`config.mk`:
```
export PLATFORM = sky130hd
export DESIGN_NAME = hac_front
export DESIGN_NICKNAME = d
export VERILOG_FILES = /design/src/hdl/hac_pkg.sv /design/src/hdl/hac_front.sv
export SDC_FILE = /design/constraint.sdc
export NUM_CORES = 1
export LEC_CHECK = 0
export BUFFER_PORTS_ARGS = -buffer_cell sky130_fd_sc_hd__buf_2
export CORE_UTILIZATION = 58
export CTS_CLUSTER_DIAMETER = 100
export DETAILED_ROUTE_END_ITERATION = 16
export PLACE_DENSITY_LB_ADDON = 0.25
export SLEW_MARGIN = 40
export SYNTH_ARGS = -nofsm -noshare
export SYNTH_HDL_FRONTEND = slang
export SYNTH_SLANG_ARGS = --single-unit
```
`constraint.sdc`:
```
create_clock -name pclk -period 4.1 [get_ports pclk]
set_clock_uncertainty 0.15 [all_clocks]
set_input_delay 0.41 -clock pclk [delete_from_list [all_inputs] [get_ports pclk]]
set_output_delay 0.41 -clock pclk [all_outputs]
set_load 0.005 [all_outputs]
```
`src/hdl/hac_pkg.sv`:
```
/*
 * hac_pkg: constants, field positions and types shared by the
 * dual link controller register front end.
 * assumes one clock and one reset shared by every user of the package.
 */
package hac_pkg;

   // ----------------------------------------------------------------
   // sizes
   // ----------------------------------------------------------------
   localparam int NCTL       = 2;
   localparam int ADDR_W     = 12;
   localparam int FIFO_DEPTH = 4;
   localparam int PTR_W      = 2;
   localparam logic [PTR_W:0] FIFO_FULL = 3'h4;
   localparam logic [PTR_W:0] FIFO_ALMOST = 3'h3;

   // ----------------------------------------------------------------
   // register indices (byte address = 4 * index, page in bit 10)
   // ----------------------------------------------------------------
   localparam logic [7:0] IDX_ADR1  = 8'h10;
   localparam logic [7:0] IDX_ADR2  = 8'h11;
   localparam logic [7:0] IDX_FIFO  = 8'h12;
   localparam logic [7:0] IDX_CTL1  = 8'h13;
   localparam logic [7:0] IDX_STAT  = 8'h14;
   localparam logic [7:0] IDX_CTL2  = 8'h15;
   localparam logic [7:0] IDX_MASK  = 8'h16;
   localparam logic [7:0] IDX_FLAGS = 8'h17;
   localparam logic [7:0] IDX_CRCH  = 8'h18;
   localparam logic [7:0] IDX_CRCL  = 8'h19;
   localparam logic [7:0] IDX_TXLEN = 8'h1a;
   localparam logic [7:0] IDX_TCTL  = 8'h1b;
   localparam logic [7:0] IDX_TSTAT = 8'h1c;
   localparam logic [7:0] IDX_CTL3  = 8'h1d;
   localparam logic [7:0] IDX_CTL4  = 8'h1e;
   localparam logic [7:0] IDX_CLR   = 8'h1f;
   localparam int         PAGE_BIT  = 10;

   // ----------------------------------------------------------------
   // field positions and reset value
   // ----------------------------------------------------------------
   localparam int MASK_EN     = 0;
   localparam int C1_ADREC    = 7;
   localparam int C1_RXEN     = 6;
   localparam int C1_EOP      = 4;
   localparam int C1_FA       = 3;
   localparam int C2_SEVEN    = 4;
   localparam int C2_RXFRST   = 1;
   localparam int C2_TXFRST   = 0;
   localparam int EV_TEOP     = 5;
   localparam int EV_EOPR     = 4;
   localparam int EV_RXFF     = 1;
   localparam int EV_RXOVFL   = 0;
   localparam logic [7:0] REG_RST  = 8'h00;
   localparam logic [6:0] ALL_CALL = 7'h7f;

   // ----------------------------------------------------------------
   // receive byte status codes
   // ----------------------------------------------------------------
   localparam logic [1:0] RQ_PKT   = 2'h0;
   localparam logic [1:0] RQ_FIRST = 2'h1;
   localparam logic [1:0] RQ_GOOD  = 2'h2;
   localparam logic [1:0] RQ_BAD   = 2'h3;

   // ----------------------------------------------------------------
   // types
   // ----------------------------------------------------------------
   typedef struct packed {
      logic [1:0] tag;     // tx: {end_packet_tag, abort_tag}; rx: status
      logic [7:0] data;
   } hac_entry_t;

   typedef struct packed {
      logic       valid;
      logic       first;
      logic       last;
      logic       bad;
      logic [7:0] data;
   } hac_rxbyte_t;

   typedef struct packed {
      logic [7:0] ctl_one;
      logic [7:0] ctl_two;
      logic [7:0] ctl_three;
      logic [7:0] ctl_four;
      logic [7:0] test_ctl;
      logic [7:0] tx_len;
   } hac_cfg_t;

   typedef enum logic [1:0] {
      AR_IDLE  = 2'b00,
      AR_WAIT2 = 2'b01,
      AR_PASS  = 2'b10,
      AR_DROP  = 2'b11
   } hac_ar_t;

endpackage

```
`src/hdl/hac_front.sv`:
```
/*
 * hac_front: APB register front end of two identical link controllers,
 * with receive address filtering, tagged transmit queue and receive queue.
 * assumes the bit engine shares pclk, presents one received byte per
 * strobe with at least one idle cycle between strobes, and takes queued
 * transmit entries by valid/ready.
 */
`timescale 1ns/1ps

// Summary of operation
// Two identical controller register sets sit on two pages with the same layout.
// The first address byte is compared against the six-bit mask in bits 7 to 2.
// Bit 1 of the first mask joins the compare only when the seven-bit control is one.
// The first-byte mask is used only while its enable bit 0 is high.
// With filtering on, a packet failing the compare puts no byte in the receive queue.
// The one-byte all-call address of seven ones is honoured only with the first enable high.
// The second address byte is compared against the seven-bit mask in bits 7 to 1.
// An all-call address overrides both masks and the packet is accepted.
// The second-byte mask is used only while its enable bit 0 is one.
// Two-byte all-call is honoured only while the second enable bit is one.
// A write to the queue address stores the byte with end and abort tags as 10 bits.
// A read of the queue address returns the next received byte, its status in status.
// Queue status shows the pointers one cycle after the access, not at once.
// Filtering happens only while the recognition enable in control one is set.
// An end-tagged entry marks frame end for the sender and the tags self-clear on write.
// Byte status codes are 00 packet, 01 first, 10 good last and 11 bad last.
// With filtering on but neither mask enabled, every address matches.
module hac_front
   import hac_pkg::*;
(
   // apb slave
   input  wire logic                       pclk,
   input  wire logic                       presetn,
   input  wire logic                       psel,
   input  wire logic                       penable,
   input  wire logic                       pwrite,
   input  wire logic [ADDR_W-1:0]          paddr,
   input  wire logic [31:0]                pwdata,
   output logic      [31:0]                prdata,
   output logic                            pready,
   output logic                            pslverr,
   // interrupt
   output logic                            irq,
   // receive side of the bit engines
   input  wire hac_rxbyte_t [NCTL-1:0]     rx_in,
   input  wire logic [NCTL-1:0][15:0]      rx_crc,
   input  wire logic [NCTL-1:0]            line_idle,
   input  wire logic [NCTL-1:0][7:0]       engine_events,
   input  wire logic [NCTL-1:0][7:0]       test_flags,
   // transmit side of the bit engines
   output wire hac_entry_t [NCTL-1:0]      tx_entry,
   output wire logic [NCTL-1:0]            tx_valid,
   input  wire logic [NCTL-1:0]            tx_ready,
   // configuration to the bit engines
   output wire hac_cfg_t [NCTL-1:0]        cfg
);

   // ----------------------------------------------------------------
   // bus decode
   // ----------------------------------------------------------------
   logic [7:0]            idx;
   logic                  pg;
   logic                  mapped;
   logic                  wr_go;
   logic                  rd_go;
   wire  [NCTL-1:0][7:0]  rd_val;
   wire  [NCTL-1:0]       irq_vec;
   logic [31:0]           next_prdata;
   logic                  next_pready;
   logic                  next_pslverr;
   logic                  next_irq;

   // page, index and strobes of the current access
   always_comb begin
      idx    = paddr[9:2];
      pg     = paddr[PAGE_BIT];
      mapped = (paddr[ADDR_W-1] == 1'b0) && (paddr[1:0] == 2'h0)
               && (idx >= IDX_ADR1) && (idx <= IDX_CLR);
      wr_go  = psel && penable && pready && pwrite && mapped;
      rd_go  = psel && penable && pready && !pwrite && mapped;
   end

   // zero-wait answer, read data captured in the setup cycle
   always_comb begin
      next_pready  = psel && !penable;
      next_pslverr = psel && !penable && !mapped;
      next_prdata  = prdata;
      if (psel && !penable && !pwrite) begin
         next_prdata = mapped ? {24'h000000, rd_val[pg]} : 32'h00000000;
      end
      next_irq = |irq_vec;
   end

   // bus answer and interrupt registers
   always_ff @(posedge pclk or negedge presetn) begin
      if (!presetn) begin
         prdata  <= 32'h00000000;
         pready  <= 1'b0;
         pslverr <= 1'b0;
         irq     <= 1'b0;
      end else begin
         prdata  <= next_prdata;
         pready  <= next_pready;
         pslverr <= next_pslverr;
         irq     <= next_irq;
      end
   end

   // ----------------------------------------------------------------
   // one controller per page
   // ----------------------------------------------------------------
   for (genvar c = 0; c < NCTL; c++) begin : g_ctl
      logic [7:0]                   adr1, next_adr1;
      logic [7:0]                   adr2, next_adr2;
      logic [7:0]                   ctl1, next_ctl1;
      logic [7:0]                   ctl2, next_ctl2;
      logic [7:0]                   ctl3, next_ctl3;
      logic [7:0]                   ctl4, next_ctl4;
      logic [7:0]                   evmask, next_evmask;
      logic [7:0]                   flags, next_flags;
      logic [7:0]                   txlen, next_txlen;
      logic [7:0]                   tctl, next_tctl;
      hac_entry_t [FIFO_DEPTH-1:0]  rxm, next_rxm;
      hac_entry_t [FIFO_DEPTH-1:0]  txm, next_txm;
      logic [PTR_W:0]               rxw, next_rxw;
      logic [PTR_W:0]               rxr, next_rxr;
      logic [PTR_W:0]               txw, next_txw;
      logic [PTR_W:0]               txr, next_txr;
      hac_ar_t                      ar, next_ar;
      hac_entry_t                   hold, next_hold;
      logic                         hold_v, next_hold_v;
      logic                         a1ok, next_a1ok;
      logic                         a1all, next_a1all;
      logic [5:0]                   stat, next_stat;
      hac_entry_t                   txo, next_txo;
      logic                         txov, next_txov;
      logic                         wsel;
      logic                         rxv;
      logic                         m1;
      logic                         m2;
      logic                         allc;
      logic                         filt;
      logic                         push;
      logic                         rx_full;
      logic                         rx_empty;
      logic                         tx_full;
      logic                         tx_empty;
      logic [7:0]                   ev_set;
      logic [7:0]                   clr;
      logic [7:0]                   rdv;
      hac_entry_t                   inb;

      // register writes, address filter, queues and event flags
      always_comb begin
         next_adr1   = adr1;
         next_adr2   = adr2;
         next_ctl1   = ctl1;
         next_ctl2   = ctl2;
         next_ctl3   = ctl3;
         next_ctl4   = ctl4;
         next_evmask = evmask;
         next_txlen  = txlen;
         next_tctl   = tctl;
         next_rxm    = rxm;
         next_txm    = txm;
         next_rxw    = rxw;
         next_rxr    = rxr;
         next_txw    = txw;
         next_txr    = txr;
         next_ar     = ar;
         next_hold   = hold;
         next_hold_v = hold_v;
         next_a1ok   = a1ok;
         next_a1all  = a1all;
         next_txo    = txo;
         next_txov   = txov;
         ev_set      = engine_events[c];
         clr         = 8'h00;
         push        = 1'b0;
         wsel        = wr_go && (pg == 1'(c));
         rx_full     = (rxw - rxr) == FIFO_FULL;
         rx_empty    = rxw == rxr;
         tx_full     = (txw - txr) == FIFO_FULL;
         tx_empty    = txw == txr;
         rxv         = rx_in[c].valid;

         // software writes to the page
         if (wsel) begin
            unique case (idx)
               IDX_ADR1:  next_adr1   = pwdata[7:0];
               IDX_ADR2:  next_adr2   = pwdata[7:0];
               IDX_CTL1:  next_ctl1   = pwdata[7:0];
               IDX_CTL2:  next_ctl2   = pwdata[7:0];
               IDX_CTL3:  next_ctl3   = pwdata[7:0];
               IDX_CTL4:  next_ctl4   = pwdata[7:0];
               IDX_MASK:  next_evmask = pwdata[7:0];
               IDX_TXLEN: next_txlen  = pwdata[7:0];
               IDX_TCTL:  next_tctl   = pwdata[7:0];
               IDX_CLR:   clr         = pwdata[7:0];
               IDX_FIFO: begin
                  if (!tx_full) begin
                     next_txm[txw[PTR_W-1:0]] =
                        '{tag: {ctl1[C1_EOP], ctl1[C1_FA]}, data: pwdata[7:0]};
                     next_txw = txw + 3'h1;
                  end
                  next_ctl1[C1_EOP] = 1'b0;
                  next_ctl1[C1_FA]  = 1'b0;
               end
               default: ;
            endcase
         end

         // status code of the incoming byte
         if (rx_in[c].last) begin
            inb.tag = rx_in[c].bad ? RQ_BAD : RQ_GOOD;
         end else begin
            inb.tag = rx_in[c].first ? RQ_FIRST : RQ_PKT;
         end
         inb.data = rx_in[c].data;

         // address compares
         m1   = !adr1[MASK_EN]
                || ((rx_in[c].data[7:2] == adr1[7:2])
                    && (!ctl2[C2_SEVEN] || (rx_in[c].data[1] == adr1[1])));
         m2   = rx_in[c].data[7:1] == adr2[7:1];
         allc = rx_in[c].data[7:1] == ALL_CALL;
         filt = ctl1[C1_ADREC]
                && (adr1[MASK_EN] || adr2[MASK_EN]);

         // receive filter: one byte held back until a verdict
         unique case (ar)
            AR_IDLE: begin
               if (rxv && rx_in[c].first && ctl1[C1_RXEN]) begin
                  next_hold   = inb;
                  next_hold_v = 1'b1;
                  if (!filt) begin
                     next_ar = AR_PASS;
                  end else if (adr2[MASK_EN] && !rx_in[c].last) begin
                     next_ar    = AR_WAIT2;
                     next_a1ok  = m1;
                     next_a1all = allc;
                  end else if (adr2[MASK_EN]) begin
                     next_hold_v = 1'b0;                  // too short to match
                  end else if (m1 || (adr1[MASK_EN] && allc)) begin
                     next_ar = AR_PASS;
                  end else begin
                     next_hold_v = 1'b0;
                     next_ar     = rx_in[c].last ? AR_IDLE : AR_DROP;
                  end
               end
            end
            AR_WAIT2: begin
               if (rxv) begin
                  if (a1all || (a1ok && m2)) begin
                     push      = 1'b1;
                     next_hold = inb;
                     next_ar   = AR_PASS;
                  end else begin
                     next_hold_v = 1'b0;
                     next_ar     = rx_in[c].last ? AR_IDLE : AR_DROP;
                  end
               end
            end
            AR_PASS: begin
               if (hold_v && hold.tag[1]) begin
                  push        = 1'b1;                     // flush the last byte
                  next_hold_v = 1'b0;
                  next_ar     = AR_IDLE;
               end else if (rxv) begin
                  push      = 1'b1;
                  next_hold = inb;
               end
            end
            AR_DROP: begin
               if (rxv && rx_in[c].last) begin
                  next_ar = AR_IDLE;
               end
            end
         endcase

         // receive queue write and software pop
         if (push) begin
            if (!rx_full) begin
               next_rxm[rxw[PTR_W-1:0]] = hold;
               next_rxw = rxw + 3'h1;
               ev_set[EV_EOPR] = ev_set[EV_EOPR] | hold.tag[1];
               ev_set[EV_RXFF] = ev_set[EV_RXFF] | ((rxw - rxr) == FIFO_ALMOST);
            end else begin
               ev_set[EV_RXOVFL] = 1'b1;
            end
         end
         if (rd_go && (pg == 1'(c)) && (idx == IDX_FIFO) && !rx_empty) begin
            next_rxr = rxr + 3'h1;
         end

         // transmit queue drain into the output stage
         if (txov && tx_ready[c] && txo.tag[1]) begin
            ev_set[EV_TEOP] = 1'b1;
         end
         if (!txov || tx_ready[c]) begin
            next_txov = !tx_empty;
            if (!tx_empty) begin
               next_txo = txm[txr[PTR_W-1:0]];
               next_txr = txr + 3'h1;
            end
         end

         // queue flushes from control two
         if (ctl2[C2_RXFRST]) begin
            next_rxr = next_rxw;
         end
         if (ctl2[C2_TXFRST]) begin
            next_txr  = next_txw;
            next_txov = 1'b0;
         end

         // sticky flags, a new event wins over a clear
         next_flags = (flags & ~clr) | ev_set;

         // status snapshot lags the pointers by one cycle
         next_stat = {rxm[rxr[PTR_W-1:0]].tag, tx_full, tx_empty, rx_full, rx_empty};
      end

      // register read mux of this page
      always_comb begin
         unique case (idx)
            IDX_ADR1:  rdv = adr1;
            IDX_ADR2:  rdv = adr2;
            IDX_FIFO:  rdv = rx_empty ? 8'h00 : rxm[rxr[PTR_W-1:0]].data;
            IDX_CTL1:  rdv = ctl1;
            IDX_STAT:  rdv = {|(flags & evmask), line_idle[c], stat};
            IDX_CTL2:  rdv = ctl2;
            IDX_MASK:  rdv = evmask;
            IDX_FLAGS: rdv = flags;
            IDX_CRCH:  rdv = rx_crc[c][15:8];
            IDX_CRCL:  rdv = rx_crc[c][7:0];
            IDX_TXLEN: rdv = txlen;
            IDX_TCTL:  rdv = tctl;
            IDX_TSTAT: rdv = test_flags[c];
            IDX_CTL3:  rdv = ctl3;
            IDX_CTL4:  rdv = ctl4;
            default:   rdv = 8'h00;
         endcase
      end

      // controller state registers
      always_ff @(posedge pclk or negedge presetn) begin
         if (!presetn) begin
            adr1   <= REG_RST;
            adr2   <= REG_RST;
            ctl1   <= REG_RST;
            ctl2   <= REG_RST;
            ctl3   <= REG_RST;
            ctl4   <= REG_RST;
            evmask <= REG_RST;
            flags  <= REG_RST;
            txlen  <= REG_RST;
            tctl   <= REG_RST;
            rxm    <= '0;
            txm    <= '0;
            rxw    <= '0;
            rxr    <= '0;
            txw    <= '0;
            txr    <= '0;
            ar     <= AR_IDLE;
            hold   <= '0;
            hold_v <= 1'b0;
            a1ok   <= 1'b0;
            a1all  <= 1'b0;
            stat   <= 6'h05;
            txo    <= '0;
            txov   <= 1'b0;
         end else begin
            adr1   <= next_adr1;
            adr2   <= next_adr2;
            ctl1   <= next_ctl1;
            ctl2   <= next_ctl2;
            ctl3   <= next_ctl3;
            ctl4   <= next_ctl4;
            evmask <= next_evmask;
            flags  <= next_flags;
            txlen  <= next_txlen;
            tctl   <= next_tctl;
            rxm    <= next_rxm;
            txm    <= next_txm;
            rxw    <= next_rxw;
            rxr    <= next_rxr;
            txw    <= next_txw;
            txr    <= next_txr;
            ar     <= next_ar;
            hold   <= next_hold;
            hold_v <= next_hold_v;
            a1ok   <= next_a1ok;
            a1all  <= next_a1all;
            stat   <= next_stat;
            txo    <= next_txo;
            txov   <= next_txov;
         end
      end

      // page outputs, all but the read mux value taken from registers
      assign rd_val[c]   = rdv;
      assign irq_vec[c]  = |(flags & evmask);
      assign tx_entry[c] = txo;
      assign tx_valid[c] = txov;
      assign cfg[c]      = {ctl1, ctl2, ctl3, ctl4, tctl, txlen};
   end

endmodule

```
# == Yosys cells after proc, flatten, opt, wreduce, memory -nomap -nowiden ==
# Cells that the tools add are included.
# word_totals
ff_bits,443
input_bits,141
output_inout_bits,153
word_cells,450
# classes
n_addsub,12
order_cmp,15
n_eq_ne,60
mux,135
bitwise,20
n_reduce_logical,122
# ops
operator,count
$pmux W8 S15,2
$mux W10,18
$bwmux W40,4
$eq A8 B5 Y1 const B,16
$bmux W10 S2,4
$demux W10 S2,4
$mux W8,8
$mux W3,20
$pmux W10 S3,2
$reduce_and A2 Y1,26
$mux W2,24
$logic_and A1 B1 Y1,46
$mux W1,42
$ne A2 B2 Y1 const B,18
$and A8 B8 Y8,4
$add A3 B1 Y3 const B,8
$lt A2 B3 Y1 const B,8
$reduce_and A5 Y1,4
$not A8 Y8,2
$or A8 B8 Y8,2
$pmux W2 S4,2
$reduce_or A16 Y1,1
$reduce_or A8 Y1,2
$logic_not A1 Y1,15
27 further kinds,82

# == Depth between registers and ports, before layout ==
# logic_depth
depth_word,11
ltp_mapped,11
ltp_nobuf,10

# == Least setup slack after synthesis ==
# Ideal clock, no wire load.
# synth_timing
path_type,reg-to-reg
from,register g_ctl[1].rxr[1]
to,register g_ctl[1].rxm[0] in the netlist's numbering
setup_time_ns,0.125
arrival_time_ns,2.892
t_required_ns,3.825
path_slack_ns,0.933
stages_incl_launch_ff,11
n_path_buf,2
synth_period_minus_slack_ns,3.167
cell_sequence,dfrtp_1 > buf_1 > inv_1 > fa_1 > xnor3_1 > and3b_1 > nand3b_1 > nor2_1 > and2_1 > buf_2 > mux2_2
# synth_via
elab_chain_cells,4
# synth_lines
element,line_no,rtl
from (decl),hac_front.sv:126,"logic [PTR_W:0] rxr, next_rxr;"
from (signal assigned),hac_front.sv:387,rxr <= next_rxr;
$sub A3 B3 Y3,hac_front.sv:181,rx_full = (rxw - rxr) == FIFO_FULL;
$eq A3 B3 Y1,hac_front.sv:181,
via g_ctl[1].next_stat[1],hac_front.sv:134,"logic [5:0] stat, next_stat;"
$not A1 Y1 (no line),-,
$reduce_and A2 Y1 (no line),-,
to (signal assigned),hac_front.sv:384,rxm <= next_rxm;
to (decl),hac_front.sv:123,"hac_entry_t [FIFO_DEPTH-1:0] rxm, next_rxm;"
# The timed path passes the listed nets, and every way through them passes these cells.
# A chain may end at the register's enable or synchronous reset.

# == Worst setup path after layout ==
# layout_timing
from,register g_ctl[1].rxw[0]
to,register g_ctl[1].rxm[7] in the netlist's numbering
# layout_via
word_cells_on_any_way,10
cone_classes,1 x add/sub; 2 x order compare; 1 x eq/ne; 3 x mux; 1 x bitwise; 2 x reduce/logical
# layout_rtl
element,line_no,rtl
from (decl),hac_front.sv:125,"logic [PTR_W:0] rxw, next_rxw;"
from (signal assigned),hac_front.sv:386,rxw <= next_rxw;
$sub A3 B3 Y3,hac_front.sv:181,
$eq A3 B3 Y1,hac_front.sv:181,
via g_ctl[1].next_stat[1],hac_front.sv:134,
$not A1 Y1 (no line),-,
$reduce_and A2 Y1 (no line),-,
# The timed path passes the listed nets, and every way through them passes these cells.

==> results.md <==
* First-pass GRT wire length at 94.7 mm
* DR vias/cell at 6.40
* Setup Slack @ Placement at 0.626 ns
* Vias in the first global route at 15.5k
* Synthesized instance count at 1637
* XOR/XNOR Fraction of Synth Area at 2.20%
* RD Place Congestion at 0.953
* Yosys reg bits at 419
* Crit path DAT at 3.84 ns
* Largest net degree at the start of global routing at 68
* Die H at 192 um
* Area after DPL at 22700 um^2
* Root Buffer: clkbuf_16
* Syn. warnings at 0
* Post-synthesis sequential area ratio at 50.2%
* Unrepaired setup endpoints after global routing: false
* CP Max Fanout at 10
* CP Capture Type: flop
* # rows at 69
* Clock-pin transition on the worst setup and hold timing paths at 0.06 ns
* DR WL met2 at 29.3 mm
* Final slew viol count at 0
* Final Cell Area at 24400 um^2
* Fin util at 68.5%
* Run status: completed
* Dpl hpwl at 45.0 mm
* Antenna violations before repair at 1
* DR WL met3 at 4.55 mm
* Setup TNS at 0 ns
* PwrDens at 460 nW/um^2
* I/O Buffers at 245
* Fillers at 2618
* Worst-Margin Slew at 0.921 ns
* Core ar. at 35600 um^2
* Mean post-synth cell area at 12.8 um^2
* FMAX at 0.281 GHz
* Max Root-Sink Buffers at 3
* Worst-case vdd ir drop at 0.454 mV
* Residual DRC at 0
* Area added between synthesis and finish at 16.5%
* IO Pins at 294
* Leakage at 0.0119 uW
* Post-route setup slack at 0.539 ns
* CP startpoint kind: flop
* Worst slew margin at 38.5%
* Compound-cell area share of the yosys netlist at 7.80%
* CTS tree: yes
* Setup Crit Path Kind: reg2reg
* Cell variety after synth at 83
* H-tree levels at 2
* Most frequent cells in the layout: dfrtp_1 (415), mux2_2 (365), buf_2 (244)
* Post-Synth Adder-Cell Area at 2.52%
* Post-synth EDFFs at 0
* Total Die Area at 36800 um^2
* Largest family of logic cells by synthesized area: multiplexers
* Clock sinks at 419
* Crit share post-route at 86.9%
* Postcts setup bufs at 0
* WP data required at 4.38 ns
* Number of buffers created by CTS at 44
* Post-synth ARST share at 100%
* Simple-Gate Fraction of Synth Area at 8.06%
* Post-DRT Antenna Nets at 0
* Fin nets at 2090
* Final hold vios at 0
* Hold crit path type: in2reg
* Via Count at 15.4k
* Final setup violation count at 0
* DR pass1 iterations at 7
* Post-route minimum period at 3.56 ns
* Overflow after GRT at 0
* Main synth FF type: dfrtp_1
* Total Wirelength at 63.1 mm
* Die X at 192 um
* Total Routing Usage GR at 35.0%
* Placed cells at 2300
* Non-Filler Instances at 2402
* Mux contribution to synthesized area at 26.0%
* WL/cell at 26.3 um
* MaxCap Viol Count at 0
* Layout cells sized above 1 at 41.6%
* Skew-Pair Late Insertion Delay at 0.55 ns
* Starting Density at 58.8%
* Top Metal Used: met5
* M1 wire length at 26.4 mm
* Detailed Route Iter0 Violations at 1177
* Commonest non-fill, non-tap cell in the layout: dfrtp_1
* Post-Syn Area at 20900 um^2
[per-stage QoR]
step / power (uW) / hold WS [ns]
3_5_place_dp: 7330 / 0.258
2_1_floorplan: 6580 / -0.0356
5_1_grt: 11700 / 0.0494
4_1_cts: 11200 / 0.0199
3_3_place_gp: 7190 / 0.330
6_report: 11200 / 0.0343
[critical path, stage by stage (launching register included)]
cell and delay (ns):
dfrtp_1 0.40, inv_1 0.15, ha_1 0.16, inv_1 0.05, fa_1 0.37, xnor3_1 0.38, and3b_1 0.22, nand3b_1 0.20
nor2_1 0.39, and2_1 0.56, mux2_2 0.41
[power breakdown]
part / internal, uW / switching [uW] / leakage, uW
Sequential: 4670 / 438 / 0.00558
Clock: 2290 / 1620 / 0.000701
Combinational: 1060 / 1120 / 0.00562
[timing repair]
item / 4_1_cts / 5_1_grt
hold buffers: 23 / 0
endpoints found under the hold margin: 84 / 0
resized for setup: 0 / 0
[state kept, by name (all words and copies together), names as in the netlist, 20 cells and up]
name        count
g_ctl.rxm      80
g_ctl.txm      80
g_ctl.hold     20
tx_entry       20
[synthesized netlist by cell type, types with 7 or more instances]
library cell  number  share of area, %
nand2_1          100               1.8
a22o_1            13              0.54
ha_1              39               2.3
nor2_1            39              0.70
and2_1            13              0.39
xor2_1            22              0.92
nand3_1           45               1.1
o21ai_0           35              0.84
nand4_1           16              0.48
nand2b_1          10              0.30
a221oi_1          13              0.54
clkbuf_1          47              0.84
nor3_1            14              0.34
a31oi_1           13              0.39
buf_4             26              0.93
buf_1             25              0.45
a211oi_1           7              0.25
nand2_2            9              0.27
mux2i_1           27               1.3
and3_1            12              0.36
a21oi_1           30              0.72
nor4_1             7              0.21
a21o_1            11              0.39
xnor2_1           28               1.2
dfrtp_1          415                50
buf_2             18              0.43
nor2b_1           18              0.54
inv_1             29              0.52
a22oi_1           32               1.1
mux4_2            47               5.1
mux2_2           365                20
[final cells by class]
| class | count | area [um^2] | share of cell area (%) |
|---|---|---|---|
| diodes | 1 | 2.50 | 0.0103 |
| repair buffers | 319 | 1920 | 7.87 |
| well taps | 461 | 577 | 2.37 |
| inverters | 31 | 116 | 0.477 |
| clock buffers | 69 | 1340 | 5.48 |
| flip-flops and latches | 419 | 10500 | 43.0 |
| multi-input cells | 1093 | 9860 | 40.4 |
| clock inverters | 9 | 77.6 | 0.318 |
[cells by family after synthesis]
family / after synthesis
xor+xnor: 51
buf+inv: 148
flops: 419
simple gates: 318
fa+ha+maj: 41
other cells: 1
compound gates: 220
mux: 439
[metal layers]
metal  vias up  global-route usage, %
met1      7927                   48.6
met4         2                   15.4
met2       743                   54.7
met5         -                      0
met3       165                   5.26
li1       6537                      -
[final timing paths]
kind,start,end,slack (ns),cells past startpoint
setup / recovery,g_ctl[1].rxw[0],g_ctl[1].rxm[7],0.54,10
hold / removal,tx_ready[0],g_ctl[0].txov,0.03,3
setup reg to reg,g_ctl[1].rxw[0],g_ctl[1].rxm[7],0.54,10
hold reg to reg,tx_entry[8],tx_entry[8],0.35,1
max in group asynchronous,presetn,g_ctl[0].stat[0],2.31,4
min in group asynchronous,presetn,g_ctl[0].txm[18],0.26,2
Note: power is estimated with default switching activity, not from simulation.
